File: config.mk
export PLATFORM = sky130hd
export DESIGN_NAME = vss_switch_timing
export DESIGN_NICKNAME = d
export VERILOG_FILES = /design/src/logic/vss_pkg.sv /design/src/logic/vss_updown.sv /design/src/logic/vss_zc_counter.sv /design/src/logic/vss_switch_timing.sv
export VERILOG_INCLUDE_DIRS = /design/src /design/src/logic
export SDC_FILE = /design/constraint.sdc
export NUM_CORES = 1
export LEC_CHECK = 0
export BUFFER_PORTS_ARGS = -buffer_cell sky130_fd_sc_hd__buf_4
export CAP_MARGIN = 20
export CORE_MARGIN = 2
export CORE_UTILIZATION = 45
export DETAILED_ROUTE_END_ITERATION = 6
export PLACE_DENSITY = 0.71
export SLEW_MARGIN = 20
export SYNTH_ARGS = -nofsm -noshare
export SYNTH_HDL_FRONTEND = slang
export SYNTH_SLANG_ARGS = --single-unit
File: constraint.sdc
create_clock -name clk -period 2.6 [get_ports clk]
set_clock_uncertainty 0.05 [all_clocks]
set_input_delay 0.13 -clock clk [delete_from_list [all_inputs] [get_ports clk]]
set_output_delay 0.13 -clock clk [all_outputs]
set_load 0.02 [all_outputs]
File: src/logic/vss_defines.svh
// timing, level and register map constants for the valley-skip switch timing block
`ifndef VSS_DEFINES_SVH
`define VSS_DEFINES_SVH
`define VSS_CLK_MHZ 100
`define VSS_MS_CYC(ms) ((ms) * 1000 * `VSS_CLK_MHZ)
`define VSS_US_CYC(us) ((us) * `VSS_CLK_MHZ)
`define VSS_NS_CYC_UP(ns) (((ns) * `VSS_CLK_MHZ + 999) / 1000)
`define VSS_SS_TOTAL_MS 12
`define VSS_SS_STEPS 4
`define VSS_PERIOD_MS 48
`define VSS_RS_LONG_NS 5000
`define VSS_RS_SHORT_NS 2500
`define VSS_MAX_OFF_US 50
`define VSS_MAX_ON_US 20
`define VSS_OVP_BLANK_US 1
`define VSS_LVL0_MV 10'h140
`define VSS_LVL1_MV 10'h223
`define VSS_LVL2_MV 10'h305
`define VSS_LVL3_MV 10'h3E8
`define VSS_TGT_MIN 3'h1
`define VSS_TGT_MAX 3'h7
`define VSS_ZC_MAX 3'h7
`define VSS_REG_CTRL 4'h0
`define VSS_REG_STATUS 4'h4
`define VSS_REG_LIMIT 4'h8
`define VSS_CTRL_RST 1'h1
`define VSS_RESP_OKAY 2'h0
`define VSS_RESP_SLVERR 2'h2
`endif

File: src/logic/vss_pkg.sv
// types shared by the valley-skip switch timing block
package vss_pkg;
	typedef struct packed {
		logic high_line;
		logic supply_good;
		logic cs_trip;
		logic vs_rs_low;
		logic vs_ovp;
		logic vs_low;
		logic fb_reset;
		logic fb_down;
		logic fb_up;
	} vss_cmp_s;
	typedef struct packed {
		logic fb_reset;
		logic fb_down;
		logic fb_up;
	} vss_fb_s;
	typedef struct packed {
		logic threshold_select;
		logic rsvd3;
		logic [2:0] zc_count;
		logic rsvd2;
		logic [2:0] target;
		logic [1:0] rsvd1;
		logic [1:0] ss_step;
		logic ss_done;
		logic gate;
		logic latched;
		logic running;
	} vss_status_s;
	typedef enum logic [2:0] {ST_IDLE, ST_ON, ST_SUPPRESS, ST_WAIT, ST_LATCH} vss_gate_e;
endpackage

File: src/logic/vss_updown.sv
// valley-target up/down counter stepped once per evaluation period
`timescale 1ns/1ps
`default_nettype none
`include "vss_defines.svh"
module vss_updown (
	input wire logic clk,
	input wire logic arst_n,
	input wire logic init,
	input wire logic tick,
	input wire vss_pkg::vss_fb_s fb,
	output logic [2:0] target
);
	logic seen_up, seen_down, seen_rst;
	wire any_up = seen_up | fb.fb_up;
	wire any_down = seen_down | fb.fb_down;
	wire any_rst = seen_rst | fb.fb_reset;
	wire at_max = target == `VSS_TGT_MAX;
	wire at_min = target == `VSS_TGT_MIN;
	wire [2:0] next_target = any_rst ? `VSS_TGT_MIN :
		any_down ? (at_min ? target : target - 3'h1) :
		any_up ? target :
		(at_max ? target : target + 3'h1);
	// current sample joins the decision, so a crossing at the boundary is kept
	always_ff @(posedge clk or negedge arst_n) begin
		if (!arst_n) begin
			target <= `VSS_TGT_MIN;
			seen_up <= 1'b0;
			seen_down <= 1'b0;
			seen_rst <= 1'b0;
		end else if (init || tick) begin
			target <= init ? `VSS_TGT_MIN : next_target;
			seen_up <= 1'b0;
			seen_down <= 1'b0;
			seen_rst <= 1'b0;
		end else begin
			seen_up <= any_up;
			seen_down <= any_down;
			seen_rst <= any_rst;
		end
	end
endmodule
`default_nettype wire

File: src/logic/vss_zc_counter.sv
// zero-crossing counter of valley-sense falling crossings while the switch is off
`timescale 1ns/1ps
`default_nettype none
`include "vss_defines.svh"
module vss_zc_counter (
	input wire logic clk,
	input wire logic arst_n,
	input wire logic clear,
	input wire logic gate,
	input wire logic vs_low,
	output logic [2:0] count
);
	logic vs_low_d;
	wire crossing = vs_low & ~vs_low_d & ~gate;
	wire sat = count == `VSS_ZC_MAX;
	always_ff @(posedge clk or negedge arst_n) begin
		if (!arst_n) begin
			vs_low_d <= 1'b0;
			count <= 3'h0;
		end else begin
			vs_low_d <= vs_low;
			if (clear)
				count <= 3'h0;
			else if (crossing && !sat)
				count <= count + 3'h1;
		end
	end
endmodule
`default_nettype wire

File: src/logic/vss_switch_timing.sv
// switch-on timing, soft-start, valley control and overvoltage latch with an AXI4-Lite register port
`timescale 1ns/1ps
`default_nettype none
`include "vss_defines.svh"
// Summary of operation
// - supply good: stop start-up cell, begin soft-start
// - soft-start is digital, 12ms in 4 steps
// - limit climbs 0.32V to 1V, lower limit wins
// - counters decide turn-on, comparator decides turn-off
// - target counter holds valley index for turn-on
// - feedback judged once per 48ms period
// - always below low threshold: count up
// - above low, never high: hold value
// - above high, never reset: count down
// - above reset threshold: force to one
// - counter saturates at one and seven
// - counter starts at one
// - counting thresholds follow line level
// - zero-crossing counter bounded zero to seven
// - each falling valley crossing when off counts
// - gate rising clears zero-crossing counter
// - overvoltage while off latches after blanking
// - after suppression, turn on when count reaches target
// - gate held low through suppression, longer if low
// - maximum off time forces turn-on
// - maximum on time forces turn-off
module vss_switch_timing #(
	parameter int unsigned SS_TOTAL_CYC = `VSS_MS_CYC(`VSS_SS_TOTAL_MS),
	parameter int unsigned PERIOD_CYC = `VSS_MS_CYC(`VSS_PERIOD_MS),
	parameter int unsigned RS_LONG_CYC = `VSS_NS_CYC_UP(`VSS_RS_LONG_NS),
	parameter int unsigned RS_SHORT_CYC = `VSS_NS_CYC_UP(`VSS_RS_SHORT_NS),
	parameter int unsigned MAX_OFF_CYC = `VSS_US_CYC(`VSS_MAX_OFF_US),
	parameter int unsigned MAX_ON_CYC = `VSS_US_CYC(`VSS_MAX_ON_US),
	parameter int unsigned OVP_BLANK_CYC = `VSS_US_CYC(`VSS_OVP_BLANK_US)
) (
	input wire logic clk,
	input wire logic arst_n,
	input wire vss_pkg::vss_cmp_s cmp_in,
	input wire logic [9:0] foldback_limit_mv,
	output logic gate_drive_output,
	output logic startup_cell_en,
	output logic [9:0] cs_limit_mv,
	output logic threshold_select,
	output logic latched_off,
	input wire logic [3:0] s_axi_awaddr,
	input wire logic s_axi_awvalid,
	output logic s_axi_awready,
	input wire logic [31:0] s_axi_wdata,
	input wire logic [3:0] s_axi_wstrb,
	input wire logic s_axi_wvalid,
	output logic s_axi_wready,
	output logic [1:0] s_axi_bresp,
	output logic s_axi_bvalid,
	input wire logic s_axi_bready,
	input wire logic [3:0] s_axi_araddr,
	input wire logic s_axi_arvalid,
	output logic s_axi_arready,
	output logic [31:0] s_axi_rdata,
	output logic [1:0] s_axi_rresp,
	output logic s_axi_rvalid,
	input wire logic s_axi_rready
);
	localparam int unsigned TW = 24;
	localparam int unsigned SS_STEP_CYC = SS_TOTAL_CYC / `VSS_SS_STEPS;

	// pin comparators pass two flops before use
	logic [8:0] sync_a, sync_b;
	always_ff @(posedge clk or negedge arst_n) begin
		if (!arst_n) begin
			sync_a <= 9'h000;
			sync_b <= 9'h000;
		end else begin
			sync_a <= cmp_in;
			sync_b <= sync_a;
		end
	end
	vss_pkg::vss_cmp_s cmp;
	assign cmp = vss_pkg::vss_cmp_s'(sync_b);

	// start-up handoff
	logic ctrl_en, supply_d, running;
	wire supply_rise = cmp.supply_good & ~supply_d;
	wire next_running = cmp.supply_good & ctrl_en & ~latched_off & (running | supply_rise);
	wire start = next_running & ~running;
	always_ff @(posedge clk or negedge arst_n) begin
		if (!arst_n) begin
			supply_d <= 1'b0;
			running <= 1'b0;
			startup_cell_en <= 1'b1;
		end else begin
			supply_d <= cmp.supply_good;
			running <= next_running;
			if (start)
				startup_cell_en <= 1'b0;
		end
	end

	// soft-start: four equal steps of the peak limit
	logic [TW-1:0] ss_cnt;
	logic [1:0] ss_step;
	logic ss_done;
	wire ss_step_end = ss_cnt == TW'(SS_STEP_CYC - 1);
	wire [9:0] ss_level = (ss_step == 2'h0) ? `VSS_LVL0_MV :
		(ss_step == 2'h1) ? `VSS_LVL1_MV :
		(ss_step == 2'h2) ? `VSS_LVL2_MV : `VSS_LVL3_MV;
	wire [9:0] next_limit = (foldback_limit_mv < ss_level) ? foldback_limit_mv : ss_level;
	always_ff @(posedge clk or negedge arst_n) begin
		if (!arst_n) begin
			ss_cnt <= '0;
			ss_step <= 2'h0;
			ss_done <= 1'b0;
			cs_limit_mv <= `VSS_LVL0_MV;
		end else begin
			cs_limit_mv <= next_limit;
			if (start) begin
				ss_cnt <= '0;
				ss_step <= 2'h0;
				ss_done <= 1'b0;
			end else if (running && !ss_done) begin
				ss_cnt <= ss_step_end ? '0 : ss_cnt + TW'(1);
				if (ss_step_end && ss_step == 2'h3)
					ss_done <= 1'b1;
				else if (ss_step_end)
					ss_step <= ss_step + 2'h1;
			end
		end
	end

	// evaluation period divider
	logic [TW-1:0] per_cnt;
	wire per_tick = running & (per_cnt == TW'(PERIOD_CYC - 1));
	always_ff @(posedge clk or negedge arst_n) begin
		if (!arst_n)
			per_cnt <= '0;
		else if (start || per_tick)
			per_cnt <= '0;
		else if (running)
			per_cnt <= per_cnt + TW'(1);
	end

	// counting thresholds follow the line level
	always_ff @(posedge clk or negedge arst_n) begin
		if (!arst_n)
			threshold_select <= 1'b0;
		else
			threshold_select <= cmp.high_line;
	end

	logic [2:0] target, zc_count;
	vss_pkg::vss_fb_s fb;
	assign fb = '{fb_reset: cmp.fb_reset, fb_down: cmp.fb_down, fb_up: cmp.fb_up};
	vss_updown u_updown (
		.clk(clk),
		.arst_n(arst_n),
		.init(start),
		.tick(per_tick),
		.fb(fb),
		.target(target)
	);

	// gate sequencing
	vss_pkg::vss_gate_e state, next_state;
	logic [TW-1:0] on_cnt, off_cnt, rs_cnt, ovp_cnt;
	wire valley_ok = zc_count >= target;
	wire maxoff_hit = off_cnt >= TW'(MAX_OFF_CYC - 1);
	wire maxon_hit = on_cnt == TW'(MAX_ON_CYC - 1);
	wire turn_off = cmp.cs_trip | maxon_hit;
	wire ovp_armed = cmp.vs_ovp & ~gate_drive_output & running;
	wire ovp_hit = ovp_armed & (ovp_cnt == TW'(OVP_BLANK_CYC - 1));
	wire [TW-1:0] rs_load = cmp.vs_rs_low ? TW'(RS_LONG_CYC - 1) : TW'(RS_SHORT_CYC - 1);
	wire turn_on_ok = start | (state == vss_pkg::ST_WAIT & (valley_ok | maxoff_hit));
	wire zc_clear = (next_state == vss_pkg::ST_ON) & ~gate_drive_output;

	always_comb begin
		next_state = state;
		unique case (state)
			vss_pkg::ST_IDLE: if (start) next_state = vss_pkg::ST_ON;
			vss_pkg::ST_ON: if (turn_off) next_state = vss_pkg::ST_SUPPRESS;
			vss_pkg::ST_SUPPRESS: if (rs_cnt == '0) next_state = vss_pkg::ST_WAIT;
			vss_pkg::ST_WAIT: if (valley_ok || maxoff_hit) next_state = vss_pkg::ST_ON;
			vss_pkg::ST_LATCH: next_state = vss_pkg::ST_LATCH;
		endcase
		if (ovp_hit)
			next_state = vss_pkg::ST_LATCH;
		else if (!running && state != vss_pkg::ST_LATCH && !start)
			next_state = vss_pkg::ST_IDLE;
	end

	always_ff @(posedge clk or negedge arst_n) begin
		if (!arst_n) begin
			state <= vss_pkg::ST_IDLE;
			gate_drive_output <= 1'b0;
			latched_off <= 1'b0;
		end else begin
			state <= next_state;
			gate_drive_output <= next_state == vss_pkg::ST_ON;
			if (ovp_hit)
				latched_off <= 1'b1;
		end
	end

	always_ff @(posedge clk or negedge arst_n) begin
		if (!arst_n) begin
			on_cnt <= '0;
			off_cnt <= '0;
			rs_cnt <= '0;
			ovp_cnt <= '0;
		end else begin
			on_cnt <= (state == vss_pkg::ST_ON && next_state == vss_pkg::ST_ON) ? on_cnt + TW'(1) : '0;
			off_cnt <= (next_state == vss_pkg::ST_SUPPRESS || next_state == vss_pkg::ST_WAIT) ?
				((state == vss_pkg::ST_ON) ? '0 : off_cnt + TW'(1)) : '0;
			if (state == vss_pkg::ST_ON)
				rs_cnt <= rs_load;
			else if (rs_cnt != '0)
				rs_cnt <= rs_cnt - TW'(1);
			ovp_cnt <= (ovp_armed && !ovp_hit) ? ovp_cnt + TW'(1) : '0;
		end
	end

	vss_zc_counter u_zc (
		.clk(clk),
		.arst_n(arst_n),
		.clear(zc_clear),
		.gate(gate_drive_output),
		.vs_low(cmp.vs_low),
		.count(zc_count)
	);

	// register port
	logic aw_got, w_got;
	logic [3:0] aw_addr;
	logic [31:0] w_data;
	logic [3:0] w_strb;
	assign s_axi_awready = ~aw_got & ~s_axi_bvalid;
	assign s_axi_wready = ~w_got & ~s_axi_bvalid;
	assign s_axi_arready = ~s_axi_rvalid;
	wire aw_hs = s_axi_awvalid & s_axi_awready;
	wire w_hs = s_axi_wvalid & s_axi_wready;
	wire ar_hs = s_axi_arvalid & s_axi_arready;
	wire do_write = aw_got & w_got;
	wire [3:0] wr_off = {aw_addr[3:2], 2'h0};
	wire [3:0] rd_off = {s_axi_araddr[3:2], 2'h0};
	wire wr_ctrl = wr_off == `VSS_REG_CTRL;
	wire wr_mapped = wr_ctrl | (wr_off == `VSS_REG_STATUS) | (wr_off == `VSS_REG_LIMIT);
	vss_pkg::vss_status_s status;
	assign status = '{threshold_select: threshold_select, rsvd3: 1'b0, zc_count: zc_count, rsvd2: 1'b0,
		target: target, rsvd1: 2'h0, ss_step: ss_step, ss_done: ss_done, gate: gate_drive_output,
		latched: latched_off, running: running};
	wire rd_mapped = (rd_off == `VSS_REG_CTRL) | (rd_off == `VSS_REG_STATUS) | (rd_off == `VSS_REG_LIMIT);
	wire [31:0] rd_mux = (rd_off == `VSS_REG_CTRL) ? {31'h0000_0000, ctrl_en} :
		(rd_off == `VSS_REG_STATUS) ? {15'h0000, status} :
		(rd_off == `VSS_REG_LIMIT) ? {22'h00_0000, cs_limit_mv} : 32'h0000_0000;

	always_ff @(posedge clk or negedge arst_n) begin
		if (!arst_n) begin
			aw_got <= 1'b0;
			w_got <= 1'b0;
			aw_addr <= 4'h0;
			w_data <= 32'h0000_0000;
			w_strb <= 4'h0;
			s_axi_bvalid <= 1'b0;
			s_axi_bresp <= `VSS_RESP_OKAY;
			ctrl_en <= `VSS_CTRL_RST;
		end else begin
			if (aw_hs) begin
				aw_got <= 1'b1;
				aw_addr <= s_axi_awaddr;
			end
			if (w_hs) begin
				w_got <= 1'b1;
				w_data <= s_axi_wdata;
				w_strb <= s_axi_wstrb;
			end
			if (do_write) begin
				aw_got <= 1'b0;
				w_got <= 1'b0;
				s_axi_bvalid <= 1'b1;
				s_axi_bresp <= wr_mapped ? `VSS_RESP_OKAY : `VSS_RESP_SLVERR;
				if (wr_ctrl && w_strb[0])
					ctrl_en <= w_data[0];
			end else if (s_axi_bready)
				s_axi_bvalid <= 1'b0;
		end
	end

	always_ff @(posedge clk or negedge arst_n) begin
		if (!arst_n) begin
			s_axi_rvalid <= 1'b0;
			s_axi_rdata <= 32'h0000_0000;
			s_axi_rresp <= `VSS_RESP_OKAY;
		end else if (ar_hs) begin
			s_axi_rvalid <= 1'b1;
			s_axi_rdata <= rd_mux;
			s_axi_rresp <= rd_mapped ? `VSS_RESP_OKAY : `VSS_RESP_SLVERR;
		end else if (s_axi_rready)
			s_axi_rvalid <= 1'b0;
	end
endmodule
`default_nettype wire

==> flow_metrics.env <==
export IMPL_synth_cell_type_count=72
export IMPL_coreArea_sq_mm=0.02432
export IMPL_grt_max_degree=78
export IMPL_critPathCaptureType="flip-flop"
export IMPL_area_growth_pct=23.55
export IMPL_synthFlopType="dfrtp_1"
export IMPL_synth_cells_most_frequent="215 x dfrtp_1, 111 x nor2_1, 82 x nand2_1"
export IMPL_hpwl_um=16370
export IMPL_seq_area_frac_synth_pct=49.36
export IMPL_cap_violations=0
export IMPL_tns_ps=0
export IMPL_final_seq_area_sq_mm=0.005512
export IMPL_drive_gt1_share_pct=19.39
export IMPL_synth_top_area_share_pct=48.18
export IMPL_synth_most_common_cell="dfrtp_1"
export IMPL_nets=1362
export IMPL_fmax_mhz=386.4
export IMPL_io_buffers=67
export IMPL_vias_per_cell=5.412
export IMPL_dr_pass1_iters=5
export IMPL_fin_util_pct=56.73
export IMPL_final_min_clock_period_ps=2588
export IMPL_hold_viol=0
export IMPL_worst_slew_pin_slew_ps=834.6
export IMPL_antenna_found_initial=0
export IMPL_layout_cells_non_filler=1603
export IMPL_regToRegStartpoint="ovp_cnt[0]"
export IMPL_pin_count=125
export IMPL_final_max_slew_violation_count=0
export IMPL_worst_r2r_path_depth=10
export IMPL_crit_arrival_ps=2930
export IMPL_dieArea_sq_mm=0.02609
export IMPL_multiInputGateArea_sq_mm=0.005405
export IMPL_cts_root_buf="clkbuf_16"
export IMPL_postSynthAreaPerCell_sq_um=10.05
export IMPL_dp_cells=1520
export IMPL_slew_headroom_pct=44.22
export IMPL_synth_edf_count=0
export IMPL_rows=57
export IMPL_clkLatencyLatePin_ps=530
export IMPL_grt_pass1_vias=8544
export IMPL_hold_path_end="cs_limit_mv[7]"
export IMPL_netlist_instances=1111
export IMPL_regToRegEndpoint="on_cnt[23]"
export IMPL_htreeDepth=1
export IMPL_leakage_nw=5.849
export IMPL_rsz0062_at_grt="true"
export IMPL_synth_top_area_cell="dfrtp_1"
export IMPL_rrSetupSlack_ps=10
export IMPL_crit_start="ovp_cnt[0]"
export IMPL_cts_sinks=220
export IMPL_drc=0
export IMPL_finalCritPeriodShare_pct=99.54
export IMPL_setup_viol=0
export IMPL_status="finished clean"
export IMPL_num_vias=8676
export IMPL_critPathRequiredTime_ps=2940
export IMPL_start_util_pct=45.91
export IMPL_drtIter0Drc=660
export IMPL_synth_seq_cells=220
export IMPL_die_width_um=161.5
export IMPL_fp_dieH_um=161.5
export IMPL_clk_path_buf_depth=3
export IMPL_min_from="foldback_limit_mv[7]"
export IMPL_hold_path_class="input pin to flip-flop"
export IMPL_syn_area_sq_mm=0.01117
export IMPL_synthTopCellsByArea="dfrtp_1 48%, xnor2_1 4.3%, xor2_1 4.3%, nor2_1 3.7%, ha_1 3.2%"
export IMPL_crit_type="flip-flop to flip-flop"
export IMPL_gr_total_overflow=0
export IMPL_ant_nets=0
export IMPL_cp_start_kind="flip-flop"
export IMPL_gp_congestion=0.8784
export IMPL_path_clk_slew_ps=60
export IMPL_grt_pass1_wl_um=41830
export IMPL_fillers=2029
export IMPL_wl_um=25190
export IMPL_cts_buffers=24
export IMPL_vdd_drop_max_mv=0.6618
export IMPL_cts_tree="built"
export IMPL_post_drt_wl_per_cell_um=15.71
export IMPL_path_max_fanout=7
export IMPL_hold_depth=4
export IMPL_diodes=0
export IMPL_yosysWarnings=0
export IMPL_power_density_mw_per_mm2=772.8
export IMPL_track_usage_pct=19.05
export IMPL_synthArstFlopShare_pct=100.0
-- what timing repair did --
action / in CTS / in global routing
cloned: 0 / 3
gates resized for setup: 4 / 50
setup buffers: 0 / 4
endpoints found under the hold margin: 104 / 0
hold buffers: 34 / 0
endpoints found under the setup margin: 49 / 56
pin swaps: 1 / 18
-- cells by family (layout without fill, tap and decap cells) --
group / after synthesis / after routing / share of synthesized area (%)
simple gates: 488 / 488 / 24.29
fa+ha+maj: 30 / 30 / 3.339
buf+inv: 104 / 254 / 4.774
compound gates: 147 / 147 / 8.494
other cells: 1 / 19 / 0.03358
xor+xnor: 110 / 110 / 8.628
mux: 11 / 11 / 1.076
flops: 220 / 220 / 49.36
-- flip-flops by register name, indices dropped and copies added, names as in the netlist, 2 cells and up --
register / count
cs_limit_mv: 10
u_zc.count: 3
rs_cnt: 24
sync_a: 9
ss_step: 2
cmp: 9
on_cnt: 24
state: 3
aw_addr: 2
s_axi_rdata: 15
u_updown.target: 3
ovp_cnt: 24
ss_cnt: 24
per_cnt: 24
off_cnt: 24
-- power by group --
group	switching, mW	internal (mW)	leakage [nW]
Sequential	0.432	3.93	2.92
Clock	1.36	2.11	0.391
Combinational	1.53	1.29	2.54
-- cells in the final DEF (no fill, tap or decap), types with 4 or more instances in the layout --
master / instances
o21ai_0: 57
or3_1: 13
nor3b_1: 10
clkbuf_1: 8
nor3_1: 24
nand2_1: 82
and4_1: 11
dlygate4sd3_1: 34
dfstp_2: 5
or4_1: 4
nor4_2: 9
o31ai_1: 9
a21o_1: 5
inv_1: 41
nor2b_1: 8
buf_12: 9
ha_1: 27
a21oi_1: 16
nand2b_1: 10
a22oi_1: 14
xor2_1: 55
buf_4: 121
a22o_1: 9
clkbuf_16: 25
conb_1: 19
a31oi_1: 5
nor4_4: 8
mux2_2: 8
nor3_2: 21
nor2_1: 111
nor4_1: 27
and3_1: 21
xnor2_1: 55
or4_4: 5
nand4_1: 37
clkbuf_8: 4
and2_1: 7
dfrtp_1: 215
nand3_1: 57
-- through the flow --
| step | setup WS, ps | total power, mW | hold slack, ps | area, sq um |
|---|---|---|---|---|
| 2_1_floorplan | 11.22 | 6.015 | -215.6 | 11230 |
| 3_3_place_gp | -52.49 | 6.973 | 105.1 | 12330 |
| 3_5_place_dp | -87.03 | 7.045 | 107.6 | 12330 |
| 4_1_cts | 19.95 | 10.65 | 5.306 | 13480 |
| 5_1_grt | -59.85 | 11.25 | 34.17 | 13800 |
| 6_report | 12.08 | 10.66 | 27.53 | 13800 |
-- worst max-delay path by stage --
stage,endpoint,slack [ps]
3_5_place_dp,off_cnt[5],-90
5_1_grt,on_cnt[23],-60
4_1_cts,off_cnt[5],20
2_1_floorplan,cs_limit_mv[0],10
6_report,on_cnt[23],10
3_3_place_gp,off_cnt[5],-50
-- worst max-delay path, stage by stage, from the launching register on --
cell	delay, ps
dfrtp_1	360
ha_2	180
or4b_1	420
or4_4	470
nor3_4	280
buf_6	140
a211oi_2	30
o211ai_1	110
buf_4	200
buf_12	160
nor4_2	60
-- final cells by class --
cell class / instances / share of cell area (%)
sequential: 220 / 39.95
inverter: 43 / 1.224
tap: 324 / 2.939
clock inverter: 6 / 0.8435
timing repair buffer: 169 / 10.89
multi-input combinational: 805 / 39.18
clock buffer: 36 / 4.970
-- metal layers --
layer  global-route usage [%]  routed length (um)  vias to the layer above
met3                    3.390                1258                       35
met2                    31.51               12080                      207
met5                        0                   0                        -
met1                    26.23               11410                     4222
li1                         -                   -                     4212
met4                    4.424                 443                        0
Power figures use the tool's default switching activity.
